`src/shared/flash_option_pkg.sv`:
```
// constants for the flash option settings register
package flash_option_pkg;

    localparam logic [15:0] OPT_OFFSET    = 16'h0000;
    localparam logic [15:0] OPT_RESET     = 16'h00FE;
    localparam logic [15:0] OPT_RSVD_MASK = 16'hD8C8;

    // field positions in flash_option_settings
    localparam int BF_BIT    = 13;
    localparam int MECF_BIT  = 10;
    localparam int CHK_MSB   = 9;
    localparam int CHK_LSB   = 8;
    localparam int PW_BIT    = 5;
    localparam int PROT_BIT  = 4;
    localparam int SSW_BIT   = 2;
    localparam int SSC_MSB   = 1;
    localparam int SSC_LSB   = 0;

    // field positions in the nonvolatile boot option byte
    localparam int NVB_BF_BIT   = 5;
    localparam int NVB_MECF_BIT = 2;
    localparam int NVB_CHK_MSB  = 1;
    localparam int NVB_CHK_LSB  = 0;

    // checksum select codes
    localparam logic [1:0] CHK_NONE_A = 2'h0;
    localparam logic [1:0] CHK_POR    = 2'h1;
    localparam logic [1:0] CHK_ANY    = 2'h2;
    localparam logic [1:0] CHK_NONE_B = 2'h3;

    // security state codes
    localparam logic [1:0] SSC_SECURE = 2'h2;
    localparam logic [1:0] SSC_OPEN   = 2'h3;

    typedef enum logic [0:0] {
        ST_LOAD,
        ST_RUN
    } load_state_e;

endpackage

```
`src/rtl/flash_option_decode.sv`:
```
// decode of option fields into flash controller controls
module flash_option_decode
    import flash_option_pkg::*;
(
    input  wire logic [1:0] checksumSelect,
    input  wire logic       lastResetPor,
    input  wire logic       eraseOnCrcFailN,
    input  wire logic       writeProtectN,
    input  wire logic [1:0] securityStateCode,
    output logic            checksumRun,
    output logic            eraseArm,
    output logic            progEraseInhibit,
    output logic            secure
);

    always_comb begin

        case (checksumSelect)
            CHK_POR:    checksumRun = lastResetPor;
            CHK_ANY:    checksumRun = 1'b1;
            default:    checksumRun = 1'b0;
        endcase

        eraseArm = ((checksumSelect == CHK_POR) || (checksumSelect == CHK_ANY))
                   && !eraseOnCrcFailN;
        progEraseInhibit = !writeProtectN;
        secure = (securityStateCode == SSC_SECURE);
    end

endmodule

```
`src/rtl/flash_option_register.sv`:
```
// flash option settings register with nonvolatile reload and write gating
//
// Behaviour
// option register at offset 0x0000, sixteen bits, reset value 0x00FE.
// each reset reloads low byte from last flash byte, losing software changes.
// only supervisor accesses reach the register; user accesses are refused.
// software writes zeros to reserved bits 15:14 and 12.
// bit 13 boot-to-flash is read/write, power-up value is inverted boot byte bit 5.
// bit 10 erase-on-crc-fail (active low) loads from boot byte bit 2 at power-up.
// checksum 01/10 with crc failure erases user flash when bit 10 is zero.
// checksum select loads from boot byte only on power-on; writes govern later resets.
// checksum select: 00/11 none, 01 power-on only, 10 any reset.
// write-protect bit changes only while protect-writable bit 5 is one.
// write-protect low inhibits program and erase; high leaves array open.
// security code changes only while security-writable bit 2 is one.
// security code 10 is secure; flash hidden from unsecure sources then.
// each reset reloads security code from bits 1:0 of last flash byte.
// security code holds 10 during reset, then reloads right after release.
// supervisor may write 11 to clear security until next reset.
// reserved bits 11, 7:6 and 3 read zero and ignore writes; a read in the load cycle after reset returns bits 7:6 and 3 as one.
module flash_option_register
    import flash_option_pkg::*;
(
    input  wire logic        clk_sys,
    input  wire logic        rst_n,
    input  wire logic        porRst_n,
    input  wire logic        clkEn,
    input  wire logic        regSel,
    input  wire logic        regWr,
    input  wire logic [15:0] regAddr,
    input  wire logic [15:0] regWdata,
    input  wire logic        supervisor,
    input  wire logic [7:0]  nv_option_low_byte,
    input  wire logic [7:0]  nv_boot_option_byte,
    input  wire logic        crcDone,
    input  wire logic        crcPass,
    output logic [15:0]      regRdata,
    output logic             regAck,
    output logic             accessError,
    output logic             loadDone,
    output logic             checksumRequired,
    output logic             eraseUserFlash,
    output logic             progEraseInhibit,
    output logic             flashSecure
);

    load_state_e loadState_r;
    logic        porSeen_r;
    logic        lastResetPor_r;
    logic        boot_to_flash_flag_r;
    logic        erase_on_crc_fail_n_r;
    logic [1:0]  checksum_select_r;
    logic        protect_bit_writable_r;
    logic        write_protect_n_r;
    logic        security_code_writable_r;
    logic [1:0]  security_state_code_r;
    logic [15:0] flash_option_settings;
    logic        hit;
    logic        swWrite;
    logic        running;
    logic        decChecksum;
    logic        decEraseArm;
    logic        decInhibit;
    logic        decSecure;

    always_comb begin
        flash_option_settings = 16'h0000;
        if (!running) begin
            flash_option_settings = OPT_RESET & OPT_RSVD_MASK;
        end
        flash_option_settings[BF_BIT] = boot_to_flash_flag_r;
        flash_option_settings[MECF_BIT] = erase_on_crc_fail_n_r;
        flash_option_settings[CHK_MSB:CHK_LSB] = checksum_select_r;
        flash_option_settings[PW_BIT] = protect_bit_writable_r;
        flash_option_settings[PROT_BIT] = write_protect_n_r;
        flash_option_settings[SSW_BIT] = security_code_writable_r;
        flash_option_settings[SSC_MSB:SSC_LSB] = security_state_code_r;
    end

    assign hit     = regSel && supervisor && (regAddr == OPT_OFFSET);
    assign running = (loadState_r == ST_RUN);
    assign swWrite = hit && regWr && running;

    // reload sequencing after reset release
    always_ff @(posedge clk_sys) begin
        if (!rst_n) begin
            loadState_r <= ST_LOAD;
        end else if (clkEn) begin
            loadState_r <= ST_RUN;
        end
    end

    always_ff @(posedge clk_sys) begin
        if (!porRst_n) begin
            porSeen_r      <= 1'b1;
            lastResetPor_r <= 1'b1;
        end else if (clkEn && rst_n && !running) begin
            porSeen_r      <= 1'b0;
            lastResetPor_r <= porSeen_r;
        end
    end

    // high byte fields survive non power-on resets
    always_ff @(posedge clk_sys) begin
        if (!porRst_n) begin
            boot_to_flash_flag_r  <= OPT_RESET[BF_BIT];
            erase_on_crc_fail_n_r <= OPT_RESET[MECF_BIT];
            checksum_select_r     <= OPT_RESET[CHK_MSB:CHK_LSB];
        end else if (clkEn && rst_n) begin
            if (!running && porSeen_r) begin
                boot_to_flash_flag_r  <= !nv_boot_option_byte[NVB_BF_BIT];
                erase_on_crc_fail_n_r <= nv_boot_option_byte[NVB_MECF_BIT];
                checksum_select_r     <= nv_boot_option_byte[NVB_CHK_MSB:NVB_CHK_LSB];
            end else if (swWrite) begin
                boot_to_flash_flag_r  <= regWdata[BF_BIT];
                erase_on_crc_fail_n_r <= regWdata[MECF_BIT];
                checksum_select_r     <= regWdata[CHK_MSB:CHK_LSB];
            end
        end
    end

    // low byte fields, reloaded on every reset
    always_ff @(posedge clk_sys) begin
        if (!rst_n) begin
            protect_bit_writable_r   <= OPT_RESET[PW_BIT];
            write_protect_n_r        <= OPT_RESET[PROT_BIT];
            security_code_writable_r <= OPT_RESET[SSW_BIT];
            security_state_code_r    <= SSC_SECURE;
        end else if (clkEn) begin
            if (!running) begin
                protect_bit_writable_r   <= nv_option_low_byte[PW_BIT];
                write_protect_n_r        <= nv_option_low_byte[PROT_BIT];
                security_code_writable_r <= nv_option_low_byte[SSW_BIT];
                security_state_code_r    <= nv_option_low_byte[SSC_MSB:SSC_LSB];
            end else if (swWrite) begin
                protect_bit_writable_r   <= regWdata[PW_BIT];
                security_code_writable_r <= regWdata[SSW_BIT];
                if (protect_bit_writable_r) begin
                    write_protect_n_r <= regWdata[PROT_BIT];
                end
                if (security_code_writable_r) begin
                    security_state_code_r <= regWdata[SSC_MSB:SSC_LSB];
                end
            end
        end
    end

    // register bus answer
    always_ff @(posedge clk_sys) begin
        if (!rst_n) begin
            regRdata    <= 16'h0000;
            regAck      <= 1'b0;
            accessError <= 1'b0;
        end else if (clkEn) begin
            regAck      <= regSel;
            accessError <= regSel && !hit;
            regRdata    <= (hit && !regWr) ? flash_option_settings : 16'h0000;
        end
    end

    flash_option_decode u_decode (
        .checksumSelect    (checksum_select_r),
        .lastResetPor      (lastResetPor_r),
        .eraseOnCrcFailN   (erase_on_crc_fail_n_r),
        .writeProtectN     (write_protect_n_r),
        .securityStateCode (security_state_code_r),
        .checksumRun       (decChecksum),
        .eraseArm          (decEraseArm),
        .progEraseInhibit  (decInhibit),
        .secure            (decSecure)
    );

    // controls toward the flash controller
    always_ff @(posedge clk_sys) begin
        if (!rst_n) begin
            loadDone         <= 1'b0;
            checksumRequired <= 1'b0;
            eraseUserFlash   <= 1'b0;
            progEraseInhibit <= 1'b0;
            flashSecure      <= 1'b1;
        end else if (clkEn) begin
            loadDone         <= running;
            checksumRequired <= running && decChecksum;
            eraseUserFlash   <= running && crcDone && !crcPass && decEraseArm;
            progEraseInhibit <= decInhibit;
            flashSecure      <= decSecure;
        end
    end
endmodule

```
`config.mk`:
```
export PLATFORM = sky130hd
export DESIGN_NAME = flash_option_register
export DESIGN_NICKNAME = d
export VERILOG_FILES = /design/src/shared/flash_option_pkg.sv /design/src/rtl/flash_option_decode.sv /design/src/rtl/flash_option_register.sv
export SDC_FILE = /design/constraint.sdc
export NUM_CORES = 1
export LEC_CHECK = 0
export ABC_AREA = 1
export BUFFER_PORTS_ARGS = -buffer_cell sky130_fd_sc_hd__buf_2
export CAP_MARGIN = 20
export CORE_MARGIN = 5
export CORE_UTILIZATION = 48
export DETAILED_ROUTE_END_ITERATION = 6
export GPL_TIMING_DRIVEN = 0
export PLACE_DENSITY = 0.85
export RECOVER_POWER = 25
export SKIP_CTS_REPAIR_TIMING = 1
export SYNTH_ARGS = -nofsm -noshare
export SYNTH_HDL_FRONTEND = slang
export SYNTH_SLANG_ARGS = --single-unit
```
`constraint.sdc`:
```
create_clock -name clk_sys -period 2.3 [get_ports clk_sys]
set_clock_uncertainty 0.2 [all_clocks]
set_input_delay 0.115 -clock clk_sys [delete_from_list [all_inputs] [get_ports clk_sys]]
set_output_delay 0.115 -clock clk_sys [all_outputs]
set_load 0.02 [all_outputs]
```
---- Word level (Yosys, flattened, before mapping) ----
Index checks and enable logic that the tools add are counted.
operators by class
  muxes and demuxes ....................... 19
  equal/unequal tests ..................... 6
  reduce and logical (&&, ||, !) cells .... 28
operators with widths
  cell                                                 number
  zero test 16 bit                                     1
  logical AND 1 bit                                    14
  two-way mux 14 bit                                   1
  two-way mux 1 bit                                    11
  two-way mux 2 bit                                    5
  two-way mux 8 bit                                    1
  zero test 1 bit                                      7
  != test 2 x 1 -> 1 bit, second input constant        3
  AND reduction 3 bit                                  2
  equality test 2 bit, second input constant           2
  AND reduction 2 bit                                  2
  equality test 2 x 1 -> 1 bit, second input constant  1
  case mux 1 bit (2 select lines)                      1
  nonzero test 2 bit                                   1
  logical OR 1 bit                                     1
word-level totals
  output and inout port bits .............. 23
  flip-flop bits (word level) ............. 35
  word-level logic and storage cells ...... 71

---- Longest topological paths before layout ----
Gate-level depths: netlist of run 1.
  depth after elaboration ................. 6
  depth in mapped cells ................... 9
  mapped depth without buffers ............ 9

---- Modules after synthesis ----
Synthesis of run 1 repeated with hierarchy kept, for this count alone.
second synthesis, totals
  cells, all modules ...................... 215
  area total of the unflattened synthesis .. 1,482.7 um2
modules (own cells, without submodules)
  module                 area an instance (um2)  cells an instance  times used
  flash_option_register  1,418.9                 204                1
  flash_option_decode    63.8                    11                 1

---- Worst setup path before layout of run 1 ----
Ideal clock, no wire load.
  path type ............................... register to register
  start ................................... register loadState_r
  end ..................................... register checksum_select_r[0]
  data arrival time ....................... 1.111 ns
  slack ................................... 0.874 ns
  required time ........................... 1.985 ns
  stages on the path, launching flop included .. 7
  buffers on the path ..................... 1
  cell sequence ........................... dfxtp_1 buf_6 inv_2 nand2_1 mux2_2 a21oi_1 nor2_1
between the ends
  longest elaborated chain between the ends .. 4
  elaborated cells on any way between the ends .. 6
  classes of those cells .................. mux (1); reduce/logical (5)
ends and longest elaborated chain
  what                                  line                          source
  start: declaration                    flash_option_register.sv:47   load_state_e loadState_r;
  start signal: assignment              flash_option_register.sv:87   loadState_r <= ST_LOAD;
  start signal: assignment              flash_option_register.sv:89   loadState_r <= ST_RUN;
  zero test 1 bit                       --
  logical AND 1 bit                     flash_option_register.sv:110  if (!running && porSeen_r) begin
  nonzero test 2 bit (no source line)   --
  AND reduction 2 bit (no source line)  --
  end signal: assignment                flash_option_register.sv:108  checksum_select_r <= OPT_RESET[CHK_MSB:CHK_LSB];
  end signal: assignment                flash_option_register.sv:113  checksum_select_r <= nv_boot_option_byte[NVB_CHK_MSB:NVB_CHK_LSB];
  end signal: assignment                flash_option_register.sv:117  checksum_select_r <= regWdata[CHK_MSB:CHK_LSB];
  end: declaration                      flash_option_register.sv:52   logic [1:0] checksum_select_r;
Several ways; a longest one is shown, not always the timed one.
A chain may end at the register's enable or synchronous reset.

---- Worst setup path in the final report of run 1 ----
Same ends and word-level chain as after synthesis.

==> flow_metrics.env, run 1 <==
export IMPL_status="finished, violations left"
export IMPL_violations="hold timing"
export IMPL_grt_max_degree=11
export IMPL_required_ps=2330
export IMPL_drtIter0Drc=74
export IMPL_ys_async_sr_fraction_pct=0
export IMPL_whs_ps=-51.2
export IMPL_criticalPathCategory="reg -> reg"
export IMPL_cpPeakStageDelay_ps=570
export IMPL_path_cells="buf_6 > inv_2 > nand2_1 > mux2_2 > dlygate4sd3_1 > a21oi_1 > nor2_1"
export IMPL_finalSetupTns_ps=0
export IMPL_num_rows=20
export IMPL_pin_count=80
export IMPL_cts_buffers_inserted=5
export IMPL_drv_cap=0
export IMPL_top_regs="regRdata: 10 flops, checksum_select_r: 2 flops, security_state_code_r: 2 flops"
export IMPL_arrival_ps=2250
export IMPL_area_growth_pct=42.5
export IMPL_yosys_register_bits=29
export IMPL_fmax_mhz=451
export IMPL_post_drt_wl_per_cell_um=11.3
export IMPL_core_mm2=0.00303
export IMPL_grt_pass1_wl_um=5970
export IMPL_clk_latency_ps=340
export IMPL_port_buffers=60
export IMPL_hpwl_um=2840
export IMPL_dieArea_mm2=0.00437
export IMPL_die_width_um=66.1
export IMPL_place_ws_ps=706
export IMPL_irDropWorstVdd_uv=349
export IMPL_grt_setup_unrepaired="no"
export IMPL_ant_nets=0
export IMPL_synth_area_leaders="dfxtp_1, nand2_1, nand3_1"
export IMPL_combPwrFrac_pct=19.8
export IMPL_seqPwrFrac_pct=48.0
export IMPL_drtPass1Iterations=4
export IMPL_cts_tree="done"
export IMPL_path_clk_slew_ps=90
export IMPL_hold_viol=1
export IMPL_final_common_cell="nand2_1"
export IMPL_clkSinkCount=29
export IMPL_antenna_cells=0
export IMPL_p_per_area_mw_per_mm2=518
export IMPL_overflow=0
export IMPL_cts_buffer_depth=2
export IMPL_synth_top_area_cell="dfxtp_1"
export IMPL_syn_instance_count=218
export IMPL_cp_slowest_cell="dlygate4sd3_1"
export IMPL_largest_register_ffs=10
export IMPL_synth_warnings=0
export IMPL_wl_um=4020
export IMPL_setup_viol=0
export IMPL_start_kind="flop"
export IMPL_hold_depth=5
export IMPL_ff2ff_setup_slack_ps=80
export IMPL_start_util_pct=49.8
export IMPL_clkPwrFrac_pct=32.2
export IMPL_period_share_pct=96.4
export IMPL_cts_root_buf="clkbuf_4"
export IMPL_holdCritPathClass="in -> reg"
export IMPL_avgSynthCellArea_um2=6.92
export IMPL_p_sw_mw=0.308
export IMPL_antenna_found_initial=0
export IMPL_regMostFlops="regRdata"
export IMPL_path_max_fanout=10
export IMPL_htree_levels=2
export IMPL_synth_edf_count=0
export IMPL_swShare_pct=27.6
export IMPL_leakage_nw=1.11
export IMPL_gp_congestion=0.797
export IMPL_worst_hold_path_endpoint="boot_to_flash_flag_r$_SDFFE_PN0P_"
export IMPL_holdCritStartpoint="regWdata[13]"
export IMPL_final_setup_worst_slack_ps=81.9
export IMPL_grt_pass1_vias=1464
export IMPL_crit_buf_inv=3
export IMPL_ys_seq_area_share_pct=38.5
export IMPL_synth_cell_types=26
export IMPL_vias_per_cell=4.75
export IMPL_r2r_end="checksum_select_r[0]$_SDFFE_PN0P_"
export IMPL_vias=1687
export IMPL_layout_drive_gt1_share_pct=25.1
export IMPL_cell_internal_pwr_mw=0.807
export IMPL_maxSlewViolCount=0
export IMPL_synth_top_area_share_pct=38.5
export IMPL_synthesis_area_mm2=0.00151
export IMPL_reg2regPathDepth=7
export IMPL_drc=0
export IMPL_synth_main_ff_cell="dfxtp_1"
export IMPL_nNetsFinal=369
export IMPL_r2r_start="loadState_r$_SDFFE_PN0P_"
export IMPL_mostFrequentLayoutCells="nand2_1, buf_2, dfxtp_1, nand3_1"
export IMPL_die_h_um=66.1
export IMPL_track_usage_pct=17.9
export IMPL_min_period_ps=2220
export IMPL_endpoint_kind="flop"
export IMPL_critPathTopFamily="buffers and inverters"
## power groups by stage
stage | clock network [mW] | registers, mW | logic [mW]
2_1_floorplan | 0 | 0.552 | 0.109
3_3_place_gp | 0 | 0.546 | 0.179
3_5_place_dp | 0 | 0.546 | 0.184
4_1_cts | 0.365 | 0.534 | 0.185
5_1_grt | 0.386 | 0.538 | 0.247
6_report | 0.359 | 0.535 | 0.221
## synth_stat cells (3+ instances only)
cell type	number
a21oi_1	18
buf_2	3
buf_4	6
dfxtp_1	29
inv_1	22
mux2_2	3
nand2_1	63
nand3_1	26
nand4_1	5
nor2_1	20
o21ai_0	3
## layout make-up
type / instances / area, um^2
fillers: 258 / 877
clock inverters: 1 / 5.00
clock buffers: 7 / 65.1
well taps: 44 / 55.1
flip-flops and latches: 29 / 581
multi-input cells: 156 / 771
repair buffers: 82 / 507
plain buffers: 12 / 77.6
inverters: 24 / 90.1
## worst register-to-register path, delay by kind of cell (launching register included)
family          cells  cell delay [ps]
buf+inv             3              800
compound gates      1              140
mux                 1              370
simple gates        2              250
flops               1              330
## per-layer routing
metal  share of wire (%)  routed length [um]  track usage, %  vias to the layer above
li1                    -                   -               -                      873
met1                  40                1600            19.1                      761
met2                  52                2070            32.2                       45
met3                 6.0                 242            4.59                        8
met4                 2.5                 101            9.14                        0
met5                   0                   0               0                        -
## stage by stage
stage	util [%]	power (mW)	std cells	instance area [um^2]	hold slack, ps
2_1_floorplan	-	0.661	221	1520	-16.2
3_3_place_gp	61.9	0.724	325	1880	113
3_5_place_dp	61.9	0.730	325	1880	111
4_1_cts	64.3	1.08	333	1950	-252
5_1_grt	71.0	1.17	355	2150	7.35
6_report	71.0	1.11	355	2150	-51.2
## logic make-up after synthesis
family          count (synthesis)  synth area share (%)
buf+inv                        36                  11.2
mux                             3                  2.24
compound gates                 24                  8.54
other cells                     1                 0.249
flops                          29                  38.5
simple gates                  123                  37.6
fa+ha+maj                       2                  1.66
## worst max-delay path by stage
stage,startpoint,end,cells after the start
4_1_cts,loadState_r$_SDFFE_PN0P_,checksum_select_r[1]$_SDFFE_PN0P_,6
6_report,loadState_r$_SDFFE_PN0P_,checksum_select_r[0]$_SDFFE_PN0P_,7
3_5_place_dp,loadState_r$_SDFFE_PN0P_,checksum_select_r[1]$_SDFFE_PN0P_,6
3_3_place_gp,loadState_r$_SDFFE_PN0P_,checksum_select_r[1]$_SDFFE_PN0P_,6
2_1_floorplan,loadState_r$_SDFFE_PN0P_,checksum_select_r[0]$_SDFFE_PN0P_,6
5_1_grt,loadState_r$_SDFFE_PN0P_,checksum_select_r[0]$_SDFFE_PN0P_,7
(Power assumes the default switching activity.)
==> run 2, diff against run 1 <==
- PLACE_DENSITY: 0.85 -> 0.89
==> run 2 against run 1 <==
Effect of this change:
- the flow now finishes without violations
- first-iteration DRC count shrank 14%
- setup slack gained 69 ps
- sequential power is essentially flat
- global-route usage shrank 0.15 points
- power grew 15%
- register-to-register slack gained 70 ps
- highest routed layer unchanged
==> flow_metrics.env, run 2 (synthesis gave the netlist of run 1 again) <==
export IMPL_grt_setup_unrepaired="no"
export IMPL_seqPwrFrac_pct=41.5
export IMPL_p_sw_mw=0.317
export IMPL_cts_root_buf="clkbuf_4"
export IMPL_highest_layer="met4"
export IMPL_die_width_um=66.1
export IMPL_clk_latency_ps=340
export IMPL_start_kind="flop"
export IMPL_vias=1711
export IMPL_placed_cell_area_mm2=0.00188
export IMPL_cpPeakStageDelay_ps=560
export IMPL_htree_levels=2
export IMPL_num_rows=20
export IMPL_cts_tree="done"
export IMPL_mostFrequentLayoutCells="nand2_1, buf_2, dfxtp_1, nand3_1, dlygate4sd3_1"
export IMPL_start_util_pct=49.8
export IMPL_holdCritPathClass="in -> reg"
export IMPL_crit_buf_inv=3
export IMPL_final_setup_worst_slack_ps=151
export IMPL_grt_max_degree=11
export IMPL_fillers=246
export IMPL_core_mm2=0.00303
export IMPL_drtPass1Iterations=4
export IMPL_route_met2_wl_um=2060
export IMPL_dr_wl_met3_um=349
export IMPL_final_common_cell="nand2_1"
export IMPL_period_share_pct=93.4
export IMPL_overflow=0
export IMPL_hold_viol=0
export IMPL_top_regs="regRdata: 10 flops, checksum_select_r: 2 flops, security_state_code_r: 2 flops"
export IMPL_vias_per_cell=4.79
export IMPL_min_period_ps=2150
export IMPL_maxSlewViolCount=0
export IMPL_swShare_pct=24.6
export IMPL_endpoint_kind="flop"
export IMPL_die_h_um=66.1
export IMPL_track_usage_pct=17.7
export IMPL_drtIter0Drc=64
export IMPL_fin_area_mm2=0.00220
export IMPL_fin_util_pct=72.8
export IMPL_irDropWorstVdd_uv=411
export IMPL_pin_count=80
export IMPL_grt_pass1_wl_um=5980
export IMPL_arrival_ps=2180
export IMPL_multi_input_area_um2=771
export IMPL_cts_buffer_depth=2
export IMPL_area_growth_pct=46.0
export IMPL_nNetsFinal=371
export IMPL_register_area_um2=581
export IMPL_antenna_cells=0
export IMPL_ant_nets=0
export IMPL_combPwrFrac_pct=17.7
export IMPL_leakage_nw=1.13
export IMPL_path_clk_slew_ps=100
export IMPL_path_cells="buf_6 > inv_2 > nand2_1 > mux2_2 > dlygate4sd3_1 > a21oi_1 > nor2_1"
export IMPL_status="finished, final reports clean"
export IMPL_required_ps=2330
export IMPL_dieArea_mm2=0.00437
export IMPL_port_buffers=60
export IMPL_wl_um=4140
export IMPL_fmax_mhz=465
export IMPL_p_per_area_mw_per_mm2=584
export IMPL_clkPwrFrac_pct=40.8
export IMPL_cts_buffers_inserted=5
export IMPL_dp_cells=325
export IMPL_path_max_fanout=10
export IMPL_finalSetupTns_ps=0
export IMPL_wl_met1_um=1620
export IMPL_layout_drive_gt1_share_pct=24.9
export IMPL_grt_pass1_vias=1447
export IMPL_largest_register_ffs=10
export IMPL_regMostFlops="regRdata"
export IMPL_gp_congestion=0.791
export IMPL_instances_no_fill=357
export IMPL_cp_slowest_cell="dlygate4sd3_1"
export IMPL_clkSinkCount=29
export IMPL_drv_cap=0
export IMPL_finalPower_mw=1.29
export IMPL_hpwl_um=2770
export IMPL_critPathTopFamily="buffers and inverters"
export IMPL_cell_internal_pwr_mw=0.970
export IMPL_post_drt_wl_per_cell_um=11.6
export IMPL_setup_viol=0
export IMPL_place_ws_ps=722
export IMPL_whs_ps=7.10
export IMPL_antenna_found_initial=0
export IMPL_criticalPathCategory="reg -> reg"
export IMPL_drc=0
==> run 2: per-layer routing <==
layer	vias up	track usage (%)
met5	-	0
met4	0	5.58
met3	11	5.61
met2	54	31.7
met1	763	19.9
li1	883	-
==> run 2: power by group through the flow <==
stage / registers (mW) / clock network, mW / logic (mW)
after global placement: 0.546 / 0 / 0.178
after CTS: 0.535 / 0.522 / 0.184
after global routing: 0.537 / 0.548 / 0.256
final: 0.535 / 0.525 / 0.228
after floorplan: 0.552 / 0 / 0.109
after detailed placement: 0.546 / 0 / 0.183
==> run 2: final cells by class <==
| type | count | area share (%) |
|---|---|---|
| Timing Repair Buffer | 84 | 23.9 |
| Clock buffer | 5 | 1.70 |
| Clock inverter | 3 | 2.95 |
| Buffer | 12 | 3.52 |
| Multi-Input combinational cell | 156 | 35.0 |
| Sequential cell | 29 | 26.3 |
| Inverter | 24 | 4.09 |
| Tap cell | 44 | 2.50 |
==> run 2: worst paths after layout <==
| path | cells after the start | start | endpoint | slack, ps |
|---|---|---|---|---|
| worst max-delay path | 7 | loadState_r$_SDFFE_PN0P_ | erase_on_crc_fail_n_r$_SDFFE_PN0P_ | 150 |
| worst min-delay path | 4 | regWr | regRdata[5]$_SDFFE_PN0P_ | 7 |
| worst max register to register | 7 | loadState_r$_SDFFE_PN0P_ | erase_on_crc_fail_n_r$_SDFFE_PN0P_ | 150 |
| worst min register to register | 2 | regRdata[0]$_SDFFE_PN0P_ | regRdata[0]$_SDFFE_PN0P_ | 270 |
==> run 2: worst min-delay path: cells and delay by family <==
| family | cells | cell delay [ps] |
|---|---|---|
| buffers and inverters | 1 | 200 |
| and+or+nand+nor | 2 | 140 |
| AOI/OAI and AO/OA | 1 | 50 |
